--- src/hw/lock_mon_defs.svh ---
`ifndef LOCK_MON_DEFS_SVH
`define LOCK_MON_DEFS_SVH
// enhancement register field positions
`define ENH_WIDTH          8
`define ENH_BIT_DOUT_SEL   0
`define ENH_BIT_MAIN_OFF   1
`define ENH_BIT_REF_OFF    2
`define ENH_RESET          8'h00
// lock indicator: consecutive quiet cycles before release
`define LOCK_QUIET_CYCLES  16
`endif

--- src/hw/lock_mon_pkg.sv ---
package lock_mon_pkg;
   typedef enum logic [1:0] {
      PD_IDLE = 2'b00,
      PD_UP   = 2'b01,
      PD_DOWN = 2'b10
   } pd_state_t;
endpackage

--- src/hw/enh_store.sv ---
`timescale 1ns/100ps
`include "lock_mon_defs.svh"
module enh_store #(
   parameter int WIDTH = `ENH_WIDTH
) (
   input  wire logic             mclk,
   input  wire logic             rst,
   input  wire logic             wr_en,
   input  wire logic [WIDTH-1:0] wr_data,
   output logic      [WIDTH-1:0] rd_data
);
   logic [WIDTH-1:0] mem_q;
   logic [WIDTH-1:0] mem_d;
   always_comb begin
      mem_d = wr_en ? wr_data : mem_q;
   end
   always_ff @(posedge mclk) begin
      if (rst) begin
         mem_q <= WIDTH'(`ENH_RESET);
      end else begin
         mem_q <= mem_d;
      end
   end
   assign rd_data = mem_q;
endmodule

--- src/hw/lock_monitor.sv ---
`timescale 1ns/100ps
`include "lock_mon_defs.svh"
module lock_monitor #(
   parameter int QUIET = `LOCK_QUIET_CYCLES
) (
   input  wire logic       mclk,
   input  wire logic       rst,
   input  wire logic       reference_input,
   input  wire logic       feedback_div,
   input  wire logic       modulus_select,
   input  wire logic       prescaler_raw,
   input  wire logic       enh_enable_n,
   input  wire logic       enh_write,
   input  wire logic [7:0] enh_data,
   output logic            main_divider_monitor,
   output logic            reference_divider_monitor,
   output logic            data_out,
   output logic            lock_filter,
   output logic            phase_up_pulse,
   output logic            phase_down_pulse,
   output logic            charge_pump_source,
   output logic            charge_pump_sink,
   output logic            lock_indicator_o,
   output logic            lock_indicator_oe
);
   if (QUIET < 1 || QUIET > 65535) begin : quiet_range
      $error("QUIET out of range");
   end
   ////////////////////////////////////////////////////////////////////////
   logic       ref_q, fb_q, wr_q;
   logic       ref_d, fb_d, wr_d;
   logic [7:0] enh;
   logic       ref_rise, fb_rise, wr_rise;
   always_comb begin
      ref_d = reference_input;
      fb_d  = feedback_div;
      wr_d  = enh_write;
   end
   always_ff @(posedge mclk) begin
      if (rst) begin
         ref_q <= 1'b0;
         fb_q  <= 1'b0;
         wr_q  <= 1'b0;
      end else begin
         ref_q <= ref_d;
         fb_q  <= fb_d;
         wr_q  <= wr_d;
      end
   end
   assign ref_rise = reference_input & ~ref_q;
   assign fb_rise  = feedback_div & ~fb_q;
   assign wr_rise  = enh_write & ~wr_q;
   enh_store #(.WIDTH(8)) u_enh (
      .mclk    (mclk),
      .rst     (rst),
      .wr_en   (wr_rise),
      .wr_data (enh_data),
      .rd_data (enh)
   );
   ////////////////////////////////////////////////////////////////////////
   // phase detector
   lock_mon_pkg::pd_state_t pd_q, pd_d;
   always_comb begin
      pd_d = pd_q;
      unique case (pd_q)
         lock_mon_pkg::PD_IDLE: begin
            if (ref_rise && !fb_rise) begin
               pd_d = lock_mon_pkg::PD_UP;
            end else if (fb_rise && !ref_rise) begin
               pd_d = lock_mon_pkg::PD_DOWN;
            end
         end
         lock_mon_pkg::PD_UP: begin
            if (fb_rise) begin
               pd_d = lock_mon_pkg::PD_IDLE;
            end
         end
         lock_mon_pkg::PD_DOWN: begin
            if (ref_rise) begin
               pd_d = lock_mon_pkg::PD_IDLE;
            end
         end
         default: pd_d = lock_mon_pkg::PD_IDLE;
      endcase
   end
   always_ff @(posedge mclk) begin
      if (rst) begin
         pd_q <= lock_mon_pkg::PD_IDLE;
      end else begin
         pd_q <= pd_d;
      end
   end
   ////////////////////////////////////////////////////////////////////////
   // outputs and lock filter
   function automatic logic enh_set(input logic       on,
                                    input logic [7:0] bits,
                                    input int         pos);
      return on & bits[pos];
   endfunction
   logic        enh_on;
   logic        up_d, dn_d, main_d, refm_d, dout_d, oe_d;
   logic [15:0] quiet_q, quiet_d;
   always_comb begin
      enh_on = ~enh_enable_n;
      up_d   = (pd_d == lock_mon_pkg::PD_UP);
      dn_d   = (pd_d == lock_mon_pkg::PD_DOWN);
      main_d = feedback_div
             & ~enh_set(enh_on, enh, `ENH_BIT_MAIN_OFF);
      refm_d = reference_input
             & ~enh_set(enh_on, enh, `ENH_BIT_REF_OFF);
      dout_d = enh_set(enh_on, enh, `ENH_BIT_DOUT_SEL) ?
               prescaler_raw : modulus_select;
      if (up_d | dn_d) begin
         quiet_d = 16'h0000;
      end else if (quiet_q != 16'(QUIET)) begin
         quiet_d = quiet_q + 16'h0001;
      end else begin
         quiet_d = quiet_q;
      end
      oe_d = (quiet_d != 16'(QUIET));
   end
   always_ff @(posedge mclk) begin
      if (rst) begin
         phase_up_pulse            <= 1'b0;
         phase_down_pulse          <= 1'b0;
         charge_pump_source        <= 1'b0;
         charge_pump_sink          <= 1'b0;
         lock_filter               <= 1'b0;
         main_divider_monitor      <= 1'b0;
         reference_divider_monitor <= 1'b0;
         data_out                  <= 1'b0;
         quiet_q                   <= 16'h0000;
         lock_indicator_oe         <= 1'b1;
         lock_indicator_o          <= 1'b0;
      end else begin
         phase_up_pulse            <= up_d;
         phase_down_pulse          <= dn_d;
         charge_pump_source        <= up_d;
         charge_pump_sink          <= dn_d;
         lock_filter               <= up_d | dn_d;
         main_divider_monitor      <= main_d;
         reference_divider_monitor <= refm_d;
         data_out                  <= dout_d;
         quiet_q                   <= quiet_d;
         lock_indicator_oe         <= oe_d;
         lock_indicator_o          <= 1'b0;
      end
   end
endmodule

--- config.mk ---
export PLATFORM = sky130hd
export DESIGN_NAME = lock_monitor
export DESIGN_NICKNAME = d
export VERILOG_FILES = /design/src/hw/lock_mon_pkg.sv /design/src/hw/enh_store.sv /design/src/hw/lock_monitor.sv
export VERILOG_INCLUDE_DIRS = /design/src /design/src/hw
export SDC_FILE = /design/constraint.sdc
export NUM_CORES = 1
export LEC_CHECK = 0
export BUFFER_PORTS_ARGS = -buffer_cell sky130_fd_sc_hd__buf_2
export CAP_MARGIN = 20
export CORE_MARGIN = 2
export CORE_UTILIZATION = 55
export CTS_BUF_LIST = sky130_fd_sc_hd__clkbuf_8
export DETAILED_ROUTE_END_ITERATION = 8
export PLACE_DENSITY = 0.79
export SYNTH_ARGS = -nofsm -noshare
export SYNTH_HDL_FRONTEND = slang
export SYNTH_SLANG_ARGS = --single-unit
--- constraint.sdc ---
create_clock -name mclk -period 4.5 [get_ports mclk]
set_input_delay 0.45 -clock mclk [delete_from_list [all_inputs] [get_ports mclk]]
set_output_delay 0.45 -clock mclk [all_outputs]
set_load 0.05 [all_outputs]
==> Word level (Yosys, flattened, before mapping) <==
Cells that the tools add are included.
{ "totals": {"reg_bits": 31, "word_cells": 48, "input_bits": 16, "output_inout_bits": 10} }
{ "classes": {"bitwise": 15, "add_sub_neg": 1, "n_reduce_logical": 5, "mux": 8, "n_eq_ne": 6} }
{ "ops": {"columns": ["op", "n"], "rows": [
  ["16-bit 2-to-1 mux", 2],
  ["16-bit by 5-bit != test with 1-bit output, second input constant", 2],
  ["16-bit by 1-bit adder with 16-bit output, second input constant", 1],
  ["1-bit bitwise AND", 8],
  ["2-bit 2-to-1 mux", 4],
  ["1-bit NOT", 6],
  ["2-bit case mux with 3 select lines", 1],
  ["2-bit by 1-bit equality test with 1-bit output, second input constant", 2],
  ["2-bit equality test, second input constant", 2],
  ["1-bit logical AND", 2],
  ["1-bit logical NOT", 2],
  ["2-bit logical NOT", 1],
  ["1-bit 2-to-1 mux", 1],
  ["1-bit OR", 1]
]} }

==> Longest topological paths before layout <==
Gate-level depths: netlist of run 1.
{ "logic_depth": {"depth_word": 11, "mapped_depth": 10, "mapped_depth_nobuf": 9} }

==> Modules after synthesis <==
Synthesis of run 1 repeated with hierarchy kept, for this count alone.
{ "unflattened": {"hier_cells": 188, "hier_area_um2": 1744.2} }
{ "modules_own_cells": {"columns": ["mod", "area_each_um2", "cells_each", "seq_area_each_um2", "n_inst"], "rows": [
  ["lock_monitor", 1458.9, 162, 560.5, 1],
  ["enh_store", 285.3, 26, 160.2, 1]
]} }

==> Worst setup path after synthesis of run 1 <==
OpenSTA, ideal clock, no wires.
{ "synth_timing": {"kind": "in2reg", "startpoint": "input reference_input", "endpoint": "register quiet_q[0]", "slack_ps": 2511, "t_required_ps": 4372, "stages": 8, "setup_ps": 128, "arrival_ps": 1862, "n_path_buf": 2, "path_cell_list": "nor2b_1 -> or3_1 -> inv_1 -> ha_1 -> nand2b_1 -> clkbuf_1 -> clkbuf_1 -> nor2_1"} }
{ "synth_between": {"elab_chain_cells": 9, "elab_cells_between_ends": 12, "cone_classes": "eq/ne: 2; mux: 5; bitwise: 2; reduce/logical: 3"} }
{ "synth_lines": {"columns": ["item", "line_no", "source"], "rows": [
  ["start, declared", "lock_monitor.sv:8", "input wire logic reference_input,"],
  ["1-bit bitwise AND *", "lock_monitor.sv:50", "assign ref_rise = reference_input & ~ref_q;"],
  ["1-bit logical NOT", "lock_monitor.sv:69", "end else if (fb_rise && !ref_rise) begin"],
  ["1-bit logical AND", "lock_monitor.sv:69", null],
  ["2-bit 2-to-1 mux", "lock_monitor.sv:69", null],
  ["2-bit 2-to-1 mux", "lock_monitor.sv:67", "if (ref_rise && !fb_rise) begin"],
  ["2-bit case mux with 3 select lines *", "lock_monitor.sv:65", "unique case (pd_q)"],
  ["net pd_d[1]", "lock_monitor.sv:62", "lock_mon_pkg::pd_state_t pd_q, pd_d;"],
  ["2-bit by 1-bit equality test with 1-bit output or 2-bit equality test (tied branches)", "lock_monitor.sv:105, lock_monitor.sv:106", null],
  ["1-bit OR *", "lock_monitor.sv:113", "if (up_d | dn_d) begin"],
  ["16-bit 2-to-1 mux *", "lock_monitor.sv:113", null],
  ["end signal, assigned", "lock_monitor.sv:144", "quiet_q <= quiet_d;"],
  ["end, declared", "lock_monitor.sv:102", "logic [15:0] quiet_q, quiet_d;"]
]} }
Mark *: on every way through the listed nets, which the timed path passes. The rest lies on a longest branch.
A chain may end at the register's enable or synchronous reset.

==> Worst setup path in the final report of run 1 <==
{ "layout_timing": {"startpoint": "register quiet_q[0]", "endpoint": "register lock_indicator_oe"} }
{ "layout_between": {"elab_chain_cells": 4, "elab_cells_between_ends": 5, "cone_classes": "add/sub: 1; eq/ne: 2; mux: 2"} }
{ "layout_lines": {"columns": ["item", "line_no", "source"], "rows": [
  ["16-bit by 1-bit adder with 16-bit output or 16-bit by 5-bit != test with 1-bit output (tied branches)", "lock_monitor.sv:116, lock_monitor.sv:115", null],
  ["16-bit 2-to-1 mux *", "lock_monitor.sv:115", "end else if (quiet_q != 16'(QUIET)) begin"],
  ["16-bit 2-to-1 mux *", "lock_monitor.sv:113", null],
  ["16-bit by 5-bit != test with 1-bit output *", "lock_monitor.sv:120", "oe_d = (quiet_d != 16'(QUIET));"],
  ["end signal, assigned", "lock_monitor.sv:133", "lock_indicator_oe <= 1'b1;"],
  ["end signal, assigned", "lock_monitor.sv:145", "lock_indicator_oe <= oe_d;"],
  ["end, declared", "lock_monitor.sv:24", "output logic lock_indicator_oe"]
]} }
Every way passes the cells marked *; elsewhere a longest branch is shown, timed or not.

==> flow_summary.json, run 1 <==
{
  "status": "complete, no violations",
  "start_kind": "flip-flop",
  "synth.area.top_cells": "dfxtp_1 (42%), nor2_1 (7.1%), xor2_1 (5.9%)",
  "fp.dieArea_sq_mm": 0.00313,
  "syn_area_per_cell_sq_um": 9.01,
  "antenna_found_initial": 0,
  "ys_seq_elements": 31,
  "layout_setup_ws_ns": 2.32,
  "cts_tree": "built",
  "period_share_pct": 48.4,
  "place_ws_ns": 2.15,
  "endpoint_kind": "flip-flop",
  "syn-num-nets": 185,
  "max_slew_margin_pct": 59.9,
  "core-area_sq_mm": 0.00252,
  "path_class": "flip-flop to flip-flop",
  "dp.cells": 204,
  "syn_to_final_growth_pct": 10.9,
  "finalSetupTns_ns": 0,
  "power.total_uw": 572,
  "synthCells": 165,
  "rsz0062_at_grt": "no",
  "timing.fmax_mhz": 459,
  "die_w_microns": 56.0,
  "grt_first_pass_wirelength_mm": 4.11,
  "synthTopCellsByCount": "dfxtp_1 (31), nor2_1 (28), xor2_1 (10), nor2b_1 (9), nand2_1 (8)",
  "syn_area_sq_mm": 0.00149,
  "nets": 201,
  "peakVddDrop_v": 0.000312,
  "timing.final.crit_period_ns": 2.18,
  "maxCapViolations": 0,
  "async_flop_share_pct": 0,
  "fin_util_pct": 65.3,
  "path_clk_slew_ns": 0.06,
  "ys.flop_type": "dfxtp_1",
  "totalWireLength_mm": 2.53,
  "drc": 0,
  "grt_max_degree": 17,
  "synth_area_leader_cell": "dfxtp_1",
  "cts_inserted_buffers": 5,
  "fin_skew_ns": 0.00320,
  "fp.dieH_microns": 56.0,
  "antennaDiodeCount": 0,
  "first_iter_violations": 23,
  "clk_latency_ns": 0.28,
  "hold_buffers": 0,
  "clk_path_buf_depth": 2,
  "worstMarginPinSlew_ns": 0.601,
  "ys_seq_area_share_pct": 41.8,
  "finalNonFillerCells": 211,
  "ys_warn_count": 0,
  "power-per-cell-area_mw_per_mm2": 347,
  "crit_fanout": 7,
  "drtPass1Iterations": 4,
  "post-cts-setup-buffer-count": 0,
  "root_buffer": "clkbuf_8",
  "grt_pass1_vias": 1001,
  "wl_per_cell_microns": 12.0,
  "grt_usage_pct": 16.8,
  "htreeDepth": 2,
  "slew_violations": 0,
  "p_leak_nw": 0.705,
  "port_buffers": 19,
  "drive_above_1_share_pct": 18.2,
  "critPathArrivalTime_ns": 2.34,
  "setup_viol": 0,
  "hold_path_class": "input port to flip-flop",
  "dpl.hpwl_mm": 1.85,
  "cts_sinks": 31,
  "synth_edf_count": 0,
  "grt_overflow_total": 0,
  "start_util_pct": 58.9,
  "ctsResizeCount": 0,
  "row_count": 18,
  "place_congestion": 0.838,
  "postRouteAntennaNets": 0,
  "synth_top_area_share_pct": 41.8,
  "synth_cell_type_count": 38,
  "worstPathRequired_ns": 4.67,
  "dr_total_vias": 1133,
  "io_pins": 26,
  "finalHoldViolations": 0,
  "yosysMostFrequentCell": "dfxtp_1",
  "vias_per_cell": 5.37
}
[power breakdown]
group	switching, mW	total, mW	internal, mW
sequential	0.00690	0.292	0.285
clock	0.0947	0.214	0.120
combinational	0.0440	0.0655	0.0215
total	0.146	0.572	0.426
[registers in the layout, summed over array words and instances, names as in the netlist]
signal / cells
charge_pump_sink: 1
charge_pump_source: 1
data_out: 1
fb_q: 1
lock_filter: 1
lock_indicator_oe: 1
main_divider_monitor: 1
pd_q: 2
quiet_q: 16
ref_q: 1
reference_divider_monitor: 1
u_enh.rd_data: 3
wr_q: 1
[cell usage in the layout (no fill, tap or decap), drive strengths merged, types with 6 or more instances in the layout]
cell type	synthesis	final
dfxtp	31	31
nor2	28	28
buf	6	19
xor2	10	10
nor2b	9	9
nand2	8	8
inv	6	6
xnor2	6	6
clkbuf	4	6
[area by class of cell]
type	instances	area, sq um
clock inverter	1	5.00
sequential	31	621
tap	30	37.5
clock buffer	6	82.6
fill	227	875
timing repair buffer	19	95.1
multi-input combinational	118	785
inverter	6	22.5
[metal layers]
metal | GRT usage [%] | share of wire [%] | up-vias
li1 | - | - | 584
met3 | 5.81 | 5.6 | 5
met2 | 29.7 | 48 | 26
met1 | 18.4 | 45 | 518
met4 | 6.12 | 1.4 | 0
met5 | 0 | 0 | -
[cell families after synthesis]
group / after synthesis / synth area share, %
compound gates: 19 / 8.84
xor+xnor: 16 / 9.43
fa+ha+maj: 4 / 3.37
buf+inv: 16 / 5.47
flops: 31 / 41.8
mux: 4 / 2.69
other cells: 1 / 0.252
simple gates: 74 / 28.2
[worst paths after layout]
| kind | from | end | slack, ns | cells after the start |
|---|---|---|---|---|
| max | quiet_q[0] | lock_indicator_oe | 2.32 | 8 |
| min | enh_write | wr_q | 0.40 | 2 |
| max reg2reg | quiet_q[0] | lock_indicator_oe | 2.32 | 8 |
| min reg2reg | u_enh.rd_data[1] | main_divider_monitor | 0.44 | 1 |
[worst max-delay path, cell delays in order, from the launching register on]
cell,delay (ns)
dfxtp_1,0.38
inv_1,0.10
ha_1,0.16
and4bb_1,0.21
nand4_2,0.17
or3_1,0.37
a211oi_2,0.25
nand4_1,0.12
a211o_1,0.30
[through the flow]
step | instance area [sq um] | hold slack, ns
after global placement | 1560 | 0.423
final | 1650 | 0.399
after global routing | 1650 | 0.422
after detailed placement | 1560 | 0.429
after floorplan | 1490 | 0.416
after CTS | 1650 | 0.395
(Power assumes the default switching activity.)
==> run 2, diff against run 1 <==
==> constraint.sdc (replaced) <==
create_clock -name mclk -period 2.2 [get_ports mclk]
set_input_delay 0.22 -clock mclk [delete_from_list [all_inputs] [get_ports mclk]]
set_output_delay 0.22 -clock mclk [all_outputs]
set_load 0.05 [all_outputs]
==> flow_summary.json, run 2 (synthesis gave the netlist of run 1 again) <==
{
  "status": "complete, no violations",
  "cts_inserted_buffers": 5,
  "wl_per_cell_microns": 12.8,
  "port_buffers": 19,
  "layout_setup_ws_ns": 0.108,
  "final_common_cell": "dfxtp_1",
  "grt_first_pass_wirelength_mm": 4.64,
  "clk_latency_ns": 0.28,
  "worstPathRequired_ns": 2.36,
  "critPathArrivalTime_ns": 2.25,
  "grt_usage_pct": 18.7,
  "endpoint_kind": "flip-flop",
  "start_util_pct": 58.9,
  "antenna_found_initial": 0,
  "vias_per_cell": 5.50,
  "place_congestion": 0.793,
  "drc": 0,
  "cts_sinks": 31,
  "nets": 205,
  "hold_buffers": 0,
  "grt_overflow_total": 0,
  "dr_total_vias": 1183,
  "root_buffer": "clkbuf_8",
  "postRouteAntennaNets": 0,
  "place_area_sq_mm": 0.00159,
  "finalSetupTns_ns": 0,
  "pwr-share-seq_pct": 50.7,
  "switchingPower_uw": 301,
  "path_class": "flip-flop to flip-flop",
  "die_w_microns": 56.0,
  "rsz0062_at_grt": "no",
  "p_leak_nw": 0.724,
  "finalNonFillerCells": 215,
  "row_count": 18,
  "timing.final.crit_period_ns": 2.09,
  "htreeDepth": 2,
  "peakVddDrop_v": 0.000657,
  "syn_to_final_growth_pct": 12.9,
  "p_int_uw": 874,
  "core-area_sq_mm": 0.00252,
  "antennaDiodeCount": 0,
  "fp.dieH_microns": 56.0,
  "final_cell_mix": "dfxtp_1 (31), nor2_1 (28), buf_2 (19), xor2_1 (10), nor2b_1 (9)",
  "clk_path_buf_depth": 2,
  "finalHoldViolations": 0,
  "crit_fanout": 8,
  "ctsResizeCount": 0,
  "fp.dieArea_sq_mm": 0.00313,
  "drtPass1Iterations": 4,
  "place_ws_ns": 0.160,
  "combPwrFrac_pct": 11.8,
  "first_iter_violations": 50,
  "design_area_sq_mm": 0.00168,
  "p_sw_share_pct": 25.6,
  "power-per-cell-area_mw_per_mm2": 701,
  "totalWireLength_mm": 2.76,
  "dp.cells": 208,
  "cts_tree": "built",
  "maxCapViolations": 0,
  "setup_viol": 0,
  "period_share_pct": 95.1,
  "regMostFlops": "quiet_q",
  "p_clk_share_pct": 37.5,
  "largest_register_ffs": 16,
  "post-cts-setup-buffer-count": 0,
  "io_pins": 26,
  "start_kind": "flip-flop",
  "path_clk_slew_ns": 0.06,
  "hold_path_class": "input port to flip-flop",
  "grt_max_degree": 16,
  "grt_pass1_vias": 1048,
  "holdWs_ns": 0.176,
  "fin_skew_ns": 0.00451,
  "dpl.hpwl_mm": 1.99,
  "slew_violations": 0,
  "timing.fmax_mhz": 478,
  "drive_above_1_share_pct": 20.0
}
[run 2: cell types whose count changed in the layout (fill, tap and decap cells not counted), sizes merged]
cell and change:
buf +4
[run 2: routing by layer]
metal | share of wire [%] | GRT usage [%] | wire length (microns)
met1 | 44 | 23.2 | 1200
met2 | 49 | 30.8 | 1360
met3 | 5.2 | 4.42 | 143
met4 | 2.0 | 8.16 | 55
met5 | 0 | 0 | 0
[run 2: critical path, cell delays in order (launching register included)]
cell and delay (ns):
dfxtp_1 0.51, and3_1 0.34, and4_1 0.30, and3_1 0.20, xnor2_1 0.16, nand4_1 0.14, a211o_1 0.31
[run 2: through the flow]
stage	utilization, %	total power, mW
3_3_place_gp	63.0	0.742
6_report	66.5	1.18
4_1_cts	66.5	1.18
5_1_grt	66.5	1.22
3_5_place_dp	63.0	0.748
2_1_floorplan	-	0.713
[run 2: area by class of cell]
cell class / instances / area (sq um)
clock buffer: 6 / 82.6
timing repair buffer: 23 / 125
sequential: 31 / 621
inverter: 6 / 22.5
tap: 30 / 37.5
multi-input combinational: 118 / 785
fill: 212 / 845
clock inverter: 1 / 5.00
[run 2: path summary, 6_finish.rpt]
| check | slack (ns) | end | from | depth (start not counted) |
|---|---|---|---|---|
| worst min-delay path | 0.18 | wr_q | enh_write | 2 |
| worst max-delay path | 0.11 | lock_indicator_oe | quiet_q[7] | 6 |
| worst min register to register | 0.45 | reference_divider_monitor | u_enh.rd_data[2] | 1 |
| worst max register to register | 0.11 | lock_indicator_oe | quiet_q[7] | 6 |
[run 2: power groups by stage]
stage               sequential [mW]  clock (mW)  combinational [mW]
finish                        0.596       0.440               0.139
global route                  0.599       0.469               0.155
CTS                           0.596       0.447               0.140
detailed placement            0.609           0               0.139
global placement              0.608           0               0.135
floorplan                     0.633           0              0.0802
==> run 3, diff against run 2 <==
--- a/config.mk
+++ b/config.mk
@@ -6,13 +6,13 @@
 export SDC_FILE = /design/constraint.sdc
 export NUM_CORES = 1
 export LEC_CHECK = 0
-export BUFFER_PORTS_ARGS = -buffer_cell sky130_fd_sc_hd__buf_2
 export CAP_MARGIN = 20
 export CORE_MARGIN = 2
 export CORE_UTILIZATION = 55
 export CTS_BUF_LIST = sky130_fd_sc_hd__clkbuf_8
 export DETAILED_ROUTE_END_ITERATION = 8
-export PLACE_DENSITY = 0.79
+export DONT_BUFFER_PORTS = 1
+export PLACE_DENSITY = 0.7
 export SYNTH_ARGS = -nofsm -noshare
 export SYNTH_HDL_FRONTEND = slang
 export SYNTH_SLANG_ARGS = --single-unit
==> constraint.sdc (replaced) <==
create_clock -name mclk -period 2.2 [get_ports mclk]
set_input_delay 0.22 -clock mclk [delete_from_list [all_inputs] [get_ports mclk]]
set_output_delay 0.22 -clock mclk [all_outputs]
set_load 0.01 [all_outputs]
==> flow_summary.json, run 3 (synthesis gave the netlist of run 1 again) <==
{
  "fp.dieH_microns": 56.0,
  "dpl.hpwl_mm": 1.89,
  "fp.dieArea_sq_mm": 0.00313,
  "hp-start": "rst",
  "grt_max_degree": 16,
  "cts_inserted_buffers": 5,
  "finalHoldViolations": 0,
  "drc": 0,
  "root_buffer": "clkbuf_8",
  "path_common_cell": "and3_1",
  "io_pins": 26,
  "start_util_pct": 58.9,
  "die_w_microns": 56.0,
  "totalWireLength_mm": 2.61,
  "vias_per_cell": 5.46,
  "grt_overflow_total": 0,
  "p_clk_share_pct": 45.7,
  "antennaDiodeCount": 0,
  "p_leak_nw": 0.655,
  "pwr-share-seq_pct": 47.8,
  "start_kind": "flip-flop",
  "place_ws_ns": 0.187,
  "timing.fmax_mhz": 492,
  "p_sw_share_pct": 22.0,
  "nets": 186,
  "status": "complete, no violations",
  "row_count": 18,
  "post-cts-setup-buffer-count": 0,
  "maxCapViolations": 0,
  "drtPass1Iterations": 4,
  "first_iter_violations": 31,
  "finalSetupTns_ns": 0,
  "drive_above_1_share_pct": 10.8,
  "path_class": "flip-flop to flip-flop",
  "critPathArrivalTime_ns": 2.20,
  "setup_viol": 0,
  "largest_register_ffs": 16,
  "crit_fanout": 7,
  "wl_per_cell_microns": 13.3,
  "timing.final.crit_period_ns": 2.03,
  "p_int_uw": 984,
  "rsz0062_at_grt": "no",
  "htreeDepth": 2,
  "final_common_cell": "dfxtp_1",
  "regMostFlops": "quiet_q",
  "syn_to_final_growth_pct": 8.67,
  "grt_usage_pct": 18.3,
  "critPathMaxStageDelay_ns": 0.51,
  "hold_path_class": "input port to flip-flop",
  "clk_latency_ns": 0.28,
  "endpoint_kind": "flip-flop",
  "core-area_sq_mm": 0.00252,
  "cp-startpoint": "quiet_q[8]",
  "combPwrFrac_pct": 6.5,
  "final_cell_mix": "dfxtp_1 (31), nor2_1 (28), xor2_1 (10), nor2b_1 (9), nand2_1 (8)",
  "worstPathRequired_ns": 2.37,
  "switchingPower_uw": 277,
  "crit_chain": "and3_1, and4_1, and3_1, xnor2_1, nand4_1, a211o_1",
  "clk_path_buf_depth": 2,
  "power-per-cell-area_mw_per_mm2": 781,
  "path_clk_slew_ns": 0.06,
  "slew_violations": 0,
  "layout_setup_ws_ns": 0.169,
  "port_buffers": 0,
  "fin_skew_ns": 0.00411,
  "reg2reg_from": "quiet_q[8]",
  "place_congestion": 0.862,
  "antenna_found_initial": 0,
  "cts_sinks": 31,
  "postRouteAntennaNets": 0,
  "grt_first_pass_wirelength_mm": 4.47,
  "crit_slowest_cell": "dfxtp_1",
  "cts_tree": "built",
  "dr_total_vias": 1075,
  "period_share_pct": 92.3,
  "peakVddDrop_v": 0.000597,
  "grt_pass1_vias": 996
}
[run 3: area by class of cell]
type / count / area [sq um]
inverter: 6 / 22.5
timing repair buffer: 4 / 32.5
tap: 30 / 37.5
multi-input combinational: 118 / 785
clock inverter: 2 / 35.0
clock buffer: 6 / 82.6
sequential: 31 / 621
fill: 229 / 907
[run 3: critical path: cells and delay by family, from the launching register on]
| kind | cells | cell delay (ns) |
|---|---|---|
| AND/OR/NAND/NOR | 4 | 0.96 |
| XOR/XNOR | 1 | 0.16 |
| flip-flops | 1 | 0.51 |
| AO/OA/AOI/OAI | 1 | 0.30 |
[run 3: metrics by stage]
| step | cells | util (%) | area, sq um | hold WS (ns) | power [mW] |
|---|---|---|---|---|---|
| finish | 197 | 64.0 | 1620 | 0.00935 | 1.26 |
| global route | 197 | 64.0 | 1620 | 0.00217 | 1.31 |
| CTS | 197 | 64.0 | 1620 | 0.00386 | 1.28 |
| detailed placement | 188 | 59.0 | 1490 | 0.290 | 0.695 |
| global placement | 188 | 59.0 | 1490 | 0.290 | 0.691 |
| floorplan | 165 | - | 1490 | 0.300 | 0.681 |
[run 3: worst paths after layout]
kind,cells past startpoint,end,slack (ns)
max,6,lock_indicator_oe,0.17
min,1,charge_pump_source,0.009
max reg2reg,6,lock_indicator_oe,0.17
min reg2reg,1,main_divider_monitor,0.44
[run 3: repair_timing]
action / in CTS / in global routing
gates resized for setup: 0 / 0
hold buffers: 1 / 0
hold endpoints to repair: 8 / 0
[run 3: power by group through the flow]
stage               Combinational [mW]  Sequential (mW)  Clock (mW)
CTS                             0.0834            0.603       0.590
global placement                0.0762            0.615           0
detailed placement              0.0790            0.616           0
global route                    0.0963            0.606       0.613
floorplan                       0.0707            0.610           0
finish                          0.0821            0.603       0.576
[run 3: metal layers]
metal / GRT usage, % / part of all wire (%)
met4: 9.18 / 1.6
met5: 0 / 0
met2: 27.4 / 46
met3: 4.88 / 3.8
met1: 24.3 / 48
